===== config.mk =====
export PLATFORM = sky130hd
export DESIGN_NAME = dsrc_ctrl
export DESIGN_NICKNAME = d
export VERILOG_FILES = /design/src/design/dsrc_pkg.sv /design/src/design/dsrc_ctrl.sv
export VERILOG_INCLUDE_DIRS = /design/src /design/src/design
export SDC_FILE = /design/constraint.sdc
export NUM_CORES = 1
export LEC_CHECK = 0
export BUFFER_PORTS_ARGS = -buffer_cell sky130_fd_sc_hd__buf_2
export CORE_ASPECT_RATIO = 1.4
export CORE_MARGIN = 4
export CORE_UTILIZATION = 45
export CTS_CLUSTER_DIAMETER = 30
export DETAILED_ROUTE_END_ITERATION = 12
export GPL_ROUTABILITY_DRIVEN = 0
export PLACE_DENSITY = 0.72
export SYNTH_ARGS = -nofsm -noshare
export SYNTH_HDL_FRONTEND = slang
export SYNTH_SLANG_ARGS = --single-unit

===== constraint.sdc =====
create_clock -name clock_i -period 2.6 [get_ports clock_i]
set_clock_uncertainty 0.05 [all_clocks]
set_input_delay 0.13 -clock clock_i [delete_from_list [all_inputs] [get_ports clock_i]]
set_output_delay 0.13 -clock clock_i [all_outputs]
set_load 0.005 [all_outputs]

===== src/design/dsrc_map.svh =====
// Named constants for the standby, reset and resynchronisation controller
`ifndef DSRC_MAP_SVH
`define DSRC_MAP_SVH

`define DSRC_CLK_PERIOD_PS 5000
`define DSRC_STOP_TIME_PS  1000000
`define DSRC_STOP_CYC      ((`DSRC_STOP_TIME_PS + `DSRC_CLK_PERIOD_PS - 1) / `DSRC_CLK_PERIOD_PS)
`define DSRC_GAP_W         8
`define DSRC_GAP_RST       8'h00

`define DSRC_STBY_FS       3
`define DSRC_RST_FS        4
`define DSRC_ZF_FS         2
`define DSRC_TCNT_W        3
`define DSRC_TCNT_RST      3'h0

`define DSRC_ZERO_RUN      8192
`define DSRC_ZCNT_W        14
`define DSRC_ZCNT_RST      14'h0000

`define DSRC_PIN_W         6
`define DSRC_PIN_RST       6'h00
`define DSRC_PIN_PDN       0
`define DSRC_PIN_MCLK      1
`define DSRC_PIN_FRAME     2
`define DSRC_PIN_WCK       3
`define DSRC_PIN_IFSEL     4
`define DSRC_PIN_LDO       5

`define DSRC_OS_RST        8'h00
`define DSRC_INT_RST       2'h0

`endif


===== src/design/dsrc_pkg.sv =====
// Types shared by the standby, reset and resynchronisation controller
`default_nettype none
package dsrc_pkg;

  typedef enum logic [2:0] {
    DSRC_OFF     = 3'b000,
    DSRC_CLKSTOP = 3'b001,
    DSRC_STANDBY = 3'b010,
    DSRC_RESET   = 3'b011,
    DSRC_RUN     = 3'b100
  } dsrc_mode_e;

  typedef struct packed {
    logic standby_release_bit;
    logic soft_reset_release_bit;
    logic resync_enable_bit;
    logic clock_stop_standby_ctrl;
    logic zero_flag_enable;
    logic register_control_mode;
    logic i2s_format;
    logic external_filter_mode;
  } dsrc_ctrl_s;

  typedef struct packed {
    logic valid;
    logic left_zero;
    logic right_zero;
    logic atten_zero;
  } dsrc_sample_s;

  typedef logic [7:0] dsrc_os_count_t;

endpackage : dsrc_pkg
`default_nettype wire


===== src/design/dsrc_ctrl.sv =====
// Standby, soft reset, zero flag and counter resynchronisation control
`default_nettype none
`include "dsrc_map.svh"

// Contract
// - Standby after over 1 us without clock
// - Clock-stop standby halts logic, floats outputs
// - Clock return resumes when both bits set
// - Zero detection off while clock stopped
// - Standby bit zero halts logic, floats outputs
// - Zero detection keeps running in bit standby
// - Standby state follows within 2-3 periods
// - Soft reset clears logic, outputs at common
// - Zero flags rise on reset write, fall later
// - Internal reset follows bit in 3-4 periods
// - Resync resets internal oversampling counter
// - Resync valid: zeros, attenuation, or reset
// - Align to edge chosen by format
// - Resync enable bit zero disables resync in register control mode
// - Long zero run on a channel raises that channel's flag
// - Aligned counter is never reset
// - Resync valid right at reset write
// - Select pin picks serial or I2C port
// - Power-down pin restores register defaults
// - Clock-stop standby only when control bit zero
// - Zero flags low while powered down
module dsrc_ctrl #(
  parameter logic [`DSRC_ZCNT_W-1:0] ZERO_RUN = `DSRC_ZCNT_W'(`DSRC_ZERO_RUN)
) (
  // Clock, reset, enable
  input  wire logic                  clock_i,
  input  wire logic                  reset_i,
  input  wire logic                  ce_i,
  // Pins from outside
  input  wire logic                  power_down_pin_n_i,
  input  wire logic                  regulator_enable_pin_i,
  input  wire logic                  master_clock_i,
  input  wire logic                  frame_clock_i,
  input  wire logic                  ext_filter_word_clock_i,
  input  wire logic                  interface_select_pin_i,
  // Control bits and sample stream
  input  wire dsrc_pkg::dsrc_ctrl_s   ctrl_i,
  input  wire dsrc_pkg::dsrc_sample_s sample_i,
  input  wire logic                  os_tick_i,
  // Status and power controls
  output dsrc_pkg::dsrc_mode_e       mode_o,
  output logic                       digital_run_o,
  output logic                       analog_on_o,
  output logic                       analog_float_o,
  output logic                       common_voltage_level_o,
  output logic                       bias_on_o,
  output logic                       regulator_on_o,
  output logic                       regs_default_o,
  output logic                       internal_reset_n_o,
  // Zero flags
  output logic                       zero_flag_left_o,
  output logic                       zero_flag_right_o,
  // Resynchronisation
  output logic                       resync_valid_o,
  output logic                       counter_reset_o,
  output dsrc_pkg::dsrc_os_count_t   os_count_o,
  // Control port select
  output logic                       use_i2c_o,
  output logic                       use_three_wire_o
);
  import dsrc_pkg::*;

  function automatic logic rise(input logic now, input logic prev);
    return now & ~prev;
  endfunction : rise

  logic [`DSRC_PIN_W-1:0]  pin_raw;
  logic [`DSRC_PIN_W-1:0]  pin_meta;
  logic [`DSRC_PIN_W-1:0]  pin_sync;
  logic [`DSRC_PIN_W-1:0]  pin_last;
  logic                    pd_n;
  logic                    mclk_edge;
  logic                    frame_rise;
  logic                    frame_fall;
  logic                    wck_rise;
  logic                    fs_tick;
  logic [`DSRC_GAP_W-1:0]  gap_cnt;
  logic                    clk_stopped;
  logic                    mclk_stopped;
  logic [1:0]              req;
  logic [1:0]              int_state;
  logic [`DSRC_TCNT_W-1:0] tcnt [2];
  logic                    stby_int;
  logic                    rst_int;
  logic                    rst_bit_last;
  logic                    rst_int_last;
  logic                    rflag;
  logic                    rflag_armed;
  logic [`DSRC_TCNT_W-1:0] rcnt;
  logic [`DSRC_ZCNT_W-1:0] zcnt [2];
  logic [1:0]              zdet;
  logic [1:0]              ch_zero;
  logic                    zero_ok;
  logic                    sync_valid;
  logic                    align_edge;
  dsrc_os_count_t          os_cnt;
  dsrc_mode_e              mode;
  dsrc_mode_e              next_mode;

  // Pin synchronisers
  assign pin_raw = {regulator_enable_pin_i, interface_select_pin_i, ext_filter_word_clock_i,
                    frame_clock_i,
                    master_clock_i, power_down_pin_n_i};

  always_ff @(posedge clock_i or posedge reset_i) begin
    if (reset_i) begin
      pin_meta <= `DSRC_PIN_RST;
      pin_sync <= `DSRC_PIN_RST;
      pin_last <= `DSRC_PIN_RST;
    end else if (ce_i) begin
      pin_meta <= pin_raw;
      pin_sync <= pin_meta;
      pin_last <= pin_sync;
    end
  end

  assign pd_n       = pin_sync[`DSRC_PIN_PDN];
  assign mclk_edge  = pin_sync[`DSRC_PIN_MCLK] ^ pin_last[`DSRC_PIN_MCLK];
  assign frame_rise = rise(pin_sync[`DSRC_PIN_FRAME], pin_last[`DSRC_PIN_FRAME]);
  assign frame_fall = rise(pin_last[`DSRC_PIN_FRAME], pin_sync[`DSRC_PIN_FRAME]);
  assign wck_rise   = rise(pin_sync[`DSRC_PIN_WCK], pin_last[`DSRC_PIN_WCK]);
  assign fs_tick    = ctrl_i.external_filter_mode ? wck_rise : frame_rise;

  // Clock gap timer on the system clock
  always_ff @(posedge clock_i or posedge reset_i) begin
    if (reset_i) begin
      gap_cnt     <= `DSRC_GAP_RST;
      clk_stopped <= 1'b0;
    end else if (ce_i) begin
      if (!pd_n || mclk_edge) begin
        gap_cnt     <= `DSRC_GAP_RST;
        clk_stopped <= 1'b0;
      end else if (gap_cnt != `DSRC_GAP_W'(`DSRC_STOP_CYC)) begin
        gap_cnt <= gap_cnt + `DSRC_GAP_W'(1);
      end else begin
        clk_stopped <= 1'b1;
      end
    end
  end

  assign mclk_stopped = clk_stopped & ~ctrl_i.clock_stop_standby_ctrl;

  // Delayed internal standby and reset states
  assign req = {ctrl_i.soft_reset_release_bit, ctrl_i.standby_release_bit};

  for (genvar i = 0; i < 2; i++) begin : g_delay
    localparam logic [`DSRC_TCNT_W-1:0] LIM =
      (i == 0) ? `DSRC_TCNT_W'(`DSRC_STBY_FS - 1) : `DSRC_TCNT_W'(`DSRC_RST_FS - 1);
    always_ff @(posedge clock_i or posedge reset_i) begin
      if (reset_i) begin
        int_state[i] <= 1'(`DSRC_INT_RST >> i);
        tcnt[i]      <= `DSRC_TCNT_RST;
      end else if (ce_i) begin
        if (!pd_n) begin
          int_state[i] <= 1'b0;
          tcnt[i]      <= `DSRC_TCNT_RST;
        end else if (req[i] == int_state[i]) begin
          tcnt[i] <= `DSRC_TCNT_RST;
        end else if (fs_tick) begin
          if (tcnt[i] == LIM) begin
            int_state[i] <= req[i];
            tcnt[i]      <= `DSRC_TCNT_RST;
          end else begin
            tcnt[i] <= tcnt[i] + `DSRC_TCNT_W'(1);
          end
        end
      end
    end
  end

  assign stby_int = int_state[0];
  assign rst_int  = int_state[1];

  // Flag raised by a soft reset write
  always_ff @(posedge clock_i or posedge reset_i) begin
    if (reset_i) begin
      rst_bit_last <= 1'b0;
      rst_int_last <= 1'b0;
      rflag        <= 1'b0;
      rflag_armed  <= 1'b0;
      rcnt         <= `DSRC_TCNT_RST;
    end else if (ce_i) begin
      rst_bit_last <= ctrl_i.soft_reset_release_bit;
      rst_int_last <= rst_int;
      if (!pd_n) begin
        rflag       <= 1'b0;
        rflag_armed <= 1'b0;
      end else if (rst_bit_last && !ctrl_i.soft_reset_release_bit) begin
        rflag       <= 1'b1;
        rflag_armed <= 1'b0;
      end else if (rise(rst_int, rst_int_last)) begin
        rflag_armed <= rflag;
        rcnt        <= `DSRC_TCNT_RST;
      end else if (rflag_armed && fs_tick) begin
        if (rcnt == `DSRC_TCNT_W'(`DSRC_ZF_FS - 1)) begin
          rflag       <= 1'b0;
          rflag_armed <= 1'b0;
        end else begin
          rcnt <= rcnt + `DSRC_TCNT_W'(1);
        end
      end
    end
  end

  // Zero run detectors, one per channel
  assign ch_zero = {sample_i.right_zero, sample_i.left_zero} | {2{sample_i.atten_zero}};

  for (genvar c = 0; c < 2; c++) begin : g_zero
    always_ff @(posedge clock_i or posedge reset_i) begin
      if (reset_i) begin
        zcnt[c] <= `DSRC_ZCNT_RST;
      end else if (ce_i) begin
        if (!pd_n || mclk_stopped || !rst_int) begin
          zcnt[c] <= `DSRC_ZCNT_RST;
        end else if (sample_i.valid) begin
          if (!ch_zero[c]) begin
            zcnt[c] <= `DSRC_ZCNT_RST;
          end else if (zcnt[c] != ZERO_RUN) begin
            zcnt[c] <= zcnt[c] + `DSRC_ZCNT_W'(1);
          end
        end
      end
    end
    assign zdet[c] = (zcnt[c] == ZERO_RUN);
  end

  assign zero_ok = pd_n & ~mclk_stopped & ctrl_i.zero_flag_enable;

  always_ff @(posedge clock_i or posedge reset_i) begin
    if (reset_i) begin
      zero_flag_left_o  <= 1'b0;
      zero_flag_right_o <= 1'b0;
    end else if (ce_i) begin
      zero_flag_left_o  <= zero_ok & (zdet[0] | rflag);
      zero_flag_right_o <= zero_ok & (zdet[1] | rflag);
    end
  end

  // Resynchronisation of the oversampling counter
  assign sync_valid = pd_n
                    & (~ctrl_i.register_control_mode | ctrl_i.resync_enable_bit)
                    & ((zdet[0] & zdet[1]) | ~ctrl_i.soft_reset_release_bit);

  assign align_edge = ctrl_i.external_filter_mode ? wck_rise :
                      (ctrl_i.i2s_format ? frame_fall : frame_rise);

  always_ff @(posedge clock_i or posedge reset_i) begin
    if (reset_i) begin
      os_cnt          <= `DSRC_OS_RST;
      counter_reset_o <= 1'b0;
      resync_valid_o  <= 1'b0;
    end else if (ce_i) begin
      resync_valid_o  <= sync_valid;
      counter_reset_o <= 1'b0;
      if (!pd_n) begin
        os_cnt <= `DSRC_OS_RST;
      end else if (sync_valid && align_edge && os_cnt != `DSRC_OS_RST) begin
        // Restart keeps this tick, so an aligned edge later reads zero
        os_cnt          <= dsrc_os_count_t'(os_tick_i);
        counter_reset_o <= 1'b1;
      end else if (os_tick_i) begin
        os_cnt <= os_cnt + 8'h01;
      end
    end
  end

  assign os_count_o = os_cnt;

  // Power mode
  always_comb begin
    if (!pd_n) begin
      next_mode = DSRC_OFF;
    end else if (mclk_stopped) begin
      next_mode = DSRC_CLKSTOP;
    end else if (!stby_int) begin
      next_mode = DSRC_STANDBY;
    end else if (!rst_int) begin
      next_mode = DSRC_RESET;
    end else begin
      next_mode = DSRC_RUN;
    end
  end

  always_ff @(posedge clock_i or posedge reset_i) begin
    if (reset_i) begin
      mode <= DSRC_OFF;
    end else if (ce_i) begin
      mode <= next_mode;
    end
  end

  assign mode_o = mode;

  // Power controls decoded from the mode
  always_ff @(posedge clock_i or posedge reset_i) begin
    if (reset_i) begin
      digital_run_o          <= 1'b0;
      analog_on_o            <= 1'b0;
      analog_float_o         <= 1'b1;
      common_voltage_level_o <= 1'b0;
    end else if (ce_i) begin
      unique case (mode)
        DSRC_OFF, DSRC_CLKSTOP, DSRC_STANDBY: begin
          digital_run_o          <= 1'b0;
          analog_on_o            <= 1'b0;
          analog_float_o         <= 1'b1;
          common_voltage_level_o <= 1'b0;
        end
        DSRC_RESET: begin
          digital_run_o          <= 1'b0;
          analog_on_o            <= 1'b1;
          analog_float_o         <= 1'b0;
          common_voltage_level_o <= 1'b1;
        end
        DSRC_RUN: begin
          digital_run_o          <= 1'b1;
          analog_on_o            <= 1'b1;
          analog_float_o         <= 1'b0;
          common_voltage_level_o <= 1'b0;
        end
        default: begin
          digital_run_o          <= 1'b0;
          analog_on_o            <= 1'b0;
          analog_float_o         <= 1'b1;
          common_voltage_level_o <= 1'b0;
        end
      endcase
    end
  end

  // Supplies, register defaults and port select
  always_ff @(posedge clock_i or posedge reset_i) begin
    if (reset_i) begin
      bias_on_o          <= 1'b0;
      regulator_on_o     <= 1'b0;
      regs_default_o     <= 1'b1;
      internal_reset_n_o <= 1'b0;
      use_i2c_o          <= 1'b0;
      use_three_wire_o   <= 1'b0;
    end else if (ce_i) begin
      bias_on_o          <= pd_n;
      regulator_on_o     <= pd_n & pin_sync[`DSRC_PIN_LDO];
      regs_default_o     <= ~pd_n;
      internal_reset_n_o <= rst_int;
      use_i2c_o          <= ctrl_i.register_control_mode & pin_sync[`DSRC_PIN_IFSEL];
      use_three_wire_o   <= ctrl_i.register_control_mode & ~pin_sync[`DSRC_PIN_IFSEL];
    end
  end
endmodule : dsrc_ctrl
`default_nettype wire


==> results summary <==
The initial antenna violation count was 0. The worst min-delay path class is in2reg. In this run the critical register-to-register path is launched from os_count_o[0]. TritonCTS built the clock tree. The part of the total power dissipated in sequential elements is 46.8%. The overall die height came out at 130.5 um.

The fraction of the cycle the final worst path needs is 86.60%. The library cells used most frequently in the layout, excluding fill and tap cells, are dfrtp_1 (89), nand2_1 (55), buf_2 (46). The maximum VDD drop is between 0.4 and 0.5 mV. The number of enable flip-flop cells after synthesis is 0. STA puts the critical path data arrival time at 2430 ps.

The net count of the finished layout is 573. The die covers 12460 um2. The total of endpoints with negative setup slack in the final report is 0. The total vias in the final route came out at 3920. The post-placement cell count is between 600 and 700. The residual antenna-violating net count after detailed routing is 0.

The number of pins with negative max-slew slack in the final report came out at 0. The required time at the worst-slack endpoint came out at 2780 ps. In the final routed layout, each cell accounts on average for 15.38 um. Of the post-synthesis cell area, the dominant cell type holds 46.17%. The first detailed-routing pass took 5 iterations. At the later pin of the worst-skew pair, clock insertion delay measures 340 ps. For this run the aggregate overflow at the end of global routing stands at 0. The part of the total power dissipated in the clock network is 35.4%. The average size of a mapped cell came out at 9.884 um2. The level count of the clock H-tree is 3.

The number of rows in the core area is 44. The largest net degree at the start of global routing came out at 64. Leaving out fill and tap cells, the most frequent cell in the layout is dfrtp_1. No sink is reached through more buffers than the 2 on the longest clock path. The number of different library cells used by synthesis comes to 71. The power density over cell area is 641.6 nW/um2. At the pin with the least slew margin, the transition time is 706.0 ps. The count of maximum capacitance violations is 0. The headroom to the max-slew limit is 51.72%. Buffers inserted during clock tree synthesis total 9.

The final worst hold slack came out at 24.53 ps. The final wirelength is 10.49 mm. The number of endpoints with negative hold slack in the final report is 0. The post-route cell area is 5552 um2. The cell area after placement is 5199 um2. The proportion of register bits with asynchronous set or reset after synthesis came out at 100.0%. The most critical setup path has its startpoint at os_count_o[0]. The Yosys warning count came out at 0. The detailed router finished its first iteration with 190 violations. The sequential area share after synthesis came out at 47.26%.

STA classifies the critical path endpoint as a register. The via count of the first global-routing pass was approximately 3700. After technology mapping, the gate count stands at 488. The maximum net fanout on the critical path came out at 9. The number of standard cells in the layout, taps in and fillers out came out at 682. The minimum clock period came out at 2252 ps.

Setup repair after global routing left no endpoint under its margin. The buffer count from post-CTS setup fixing is 0. The final HPWL from detailed placement is 7.456 mm. In this run the most critical hold path is launched from ctrl_i[2]. Using the TritonRoute via totals, the vias-per-cell ratio works out to 5.748.

The count of inserted antenna diode cells came out at 0. The worst setup path is of the reg2reg kind. The setup TNS after final layout came out at 0 ps. The total track usage is 17.97%. The total number of clock tree sinks is 91. Combinational logic burns 17.8% of the power.

The area added between synthesis and finish is 15.10%. In the post-synthesis netlist, the biggest area contributors are dfrtp_1 (46%), mux2_2 (4.4%), nand2_1 (4.3%). The cell-internal power came out at around 0.0026 W.

The clock transition at the register clock pins on the worst setup and hold paths after CTS is 60 ps. The global-route wire length before repair is 17.82 mm. Buffers placed on the I/O ports in this run total between 40 and 50. In this run the cell area of the synthesized design comes to 4823 um2. After synthesis the netlist holds a flip-flop and latch count of 91. The number of filler instances in the final layout is 910. The net count after synthesis came out at 521.

The most used flip-flop cell after synthesis is dfrtp_1. The static leakage is 2.449 nW. The clock root buffer is clkbuf_16. The number of top-level pins came out at 47. The flow ran to the end, and the final reports show no timing, DRC or antenna violations.

The switching share of total power came out at between 20 and 30%. dfrtp_1 takes more of the synthesized area than any other cell. The fmax is 444.1 MHz.

The starting density of the core is 46.36%. The core region is approximately 10000 um2. The switching power came out at between 0.001 and 0.0015 W. The horizontal die dimension came out at between 90 and 100 um. The post-route netlist has 19.12% of its cells at a drive strength greater than 1. The startpoint type of the worst setup path is a register. The detailed-route DRC error count is 0.
## timing repair
item | in CTS | in global routing
endpoints found under the hold margin | 32 | 0
resized for setup | 0 | 0
hold buffers | 7 | 0
## cell families (layout without fill, tap and decap cells)
family | count (synthesis) | in the layout | share of synthesized area (%)
adders and majority gates | 11 | 11 | 2.853
muxes | 22 | 22 | 5.058
buffers and inverters | 42 | 98 | 3.735
DFF | 91 | 91 | 47.26
and+or+nand+nor | 186 | 186 | 20.78
AOI/OAI and AO/OA | 126 | 126 | 18.50
xor gates and xnor gates | 10 | 10 | 1.816
## stage by stage
stage	util, %	setup WS [ps]	power [W]
global placement	49.96	448.3	0.002286
detailed placement	49.96	362.4	0.002319
floorplan	-	59.70	0.002108
global route	53.36	197.4	0.003760
CTS	53.36	334.1	0.003595
finish	53.36	348.3	0.003562
## power by group through the flow
stage                     sequential [W]  clock (W)  combinational (W)
after floorplan                  0.00167          0           0.000440
after global placement           0.00168          0           0.000605
after detailed placement         0.00169          0           0.000627
after CTS                        0.00167    0.00129           0.000640
after global routing             0.00168    0.00136           0.000718
final                            0.00167    0.00126           0.000634
## state kept, by name, summed over array words and instances, names as in the netlist, 3 cells and up
register,cells
os_count_o,8
rcnt,3
pin_meta,6
zcnt,28
gap_cnt,8
pin_sync,6
mode_o,3
tcnt,6
pin_last,4
## layout make-up
cell class	instances	area, um2	share of cell area [%]
clock inverters	6	57.56	1.037
clock buffers	9	225.2	4.057
multi-input cells	355	2364	42.57
flip-flops and latches	91	2280	41.06
inverters	23	87.58	1.578
well taps	138	172.7	3.110
repair buffers	60	365.4	6.581
## cell usage after synthesis (all sizes together) (10+ instances only)
master / n
nor2: 38
o21ai: 40
nand2: 55
dfrtp: 89
ha: 11
mux2: 19
a21oi: 13
a22o: 14
nand3: 17
inv: 23
o31ai: 17
nor3: 12
clkbuf: 10
## critical path, cell delays in order, from the launching register on
cell and delay (ps):
dfrtp_1 430, inv_1 80, ha_1 190, nor4b_1 150, a22o_1 280, nor4_4 530
nor3_2 150, a32o_1 280
## metal layers
metal / track usage (%) / up-vias / part of all wire, %
met1: 24.42 / 1931 / 46
met3: 3.436 / 18 / 3.8
met5: 0 / - / 0
met4: 5.611 / 0 / 1.7
li1: - / 1889 / -
met2: 29.15 / 82 / 49
## worst paths after layout
check	slack, ps	cells after the start	end
min reg2reg	400	1	use_three_wire_o
min	20	3	use_three_wire_o
max in group asynchronous	1490	4	zcnt[4]
min in group asynchronous	310	3	pin_last[0]
max reg2reg	350	7	os_count_o[1]
max	350	7	os_count_o[1]
Power figures use the tool's default switching activity.
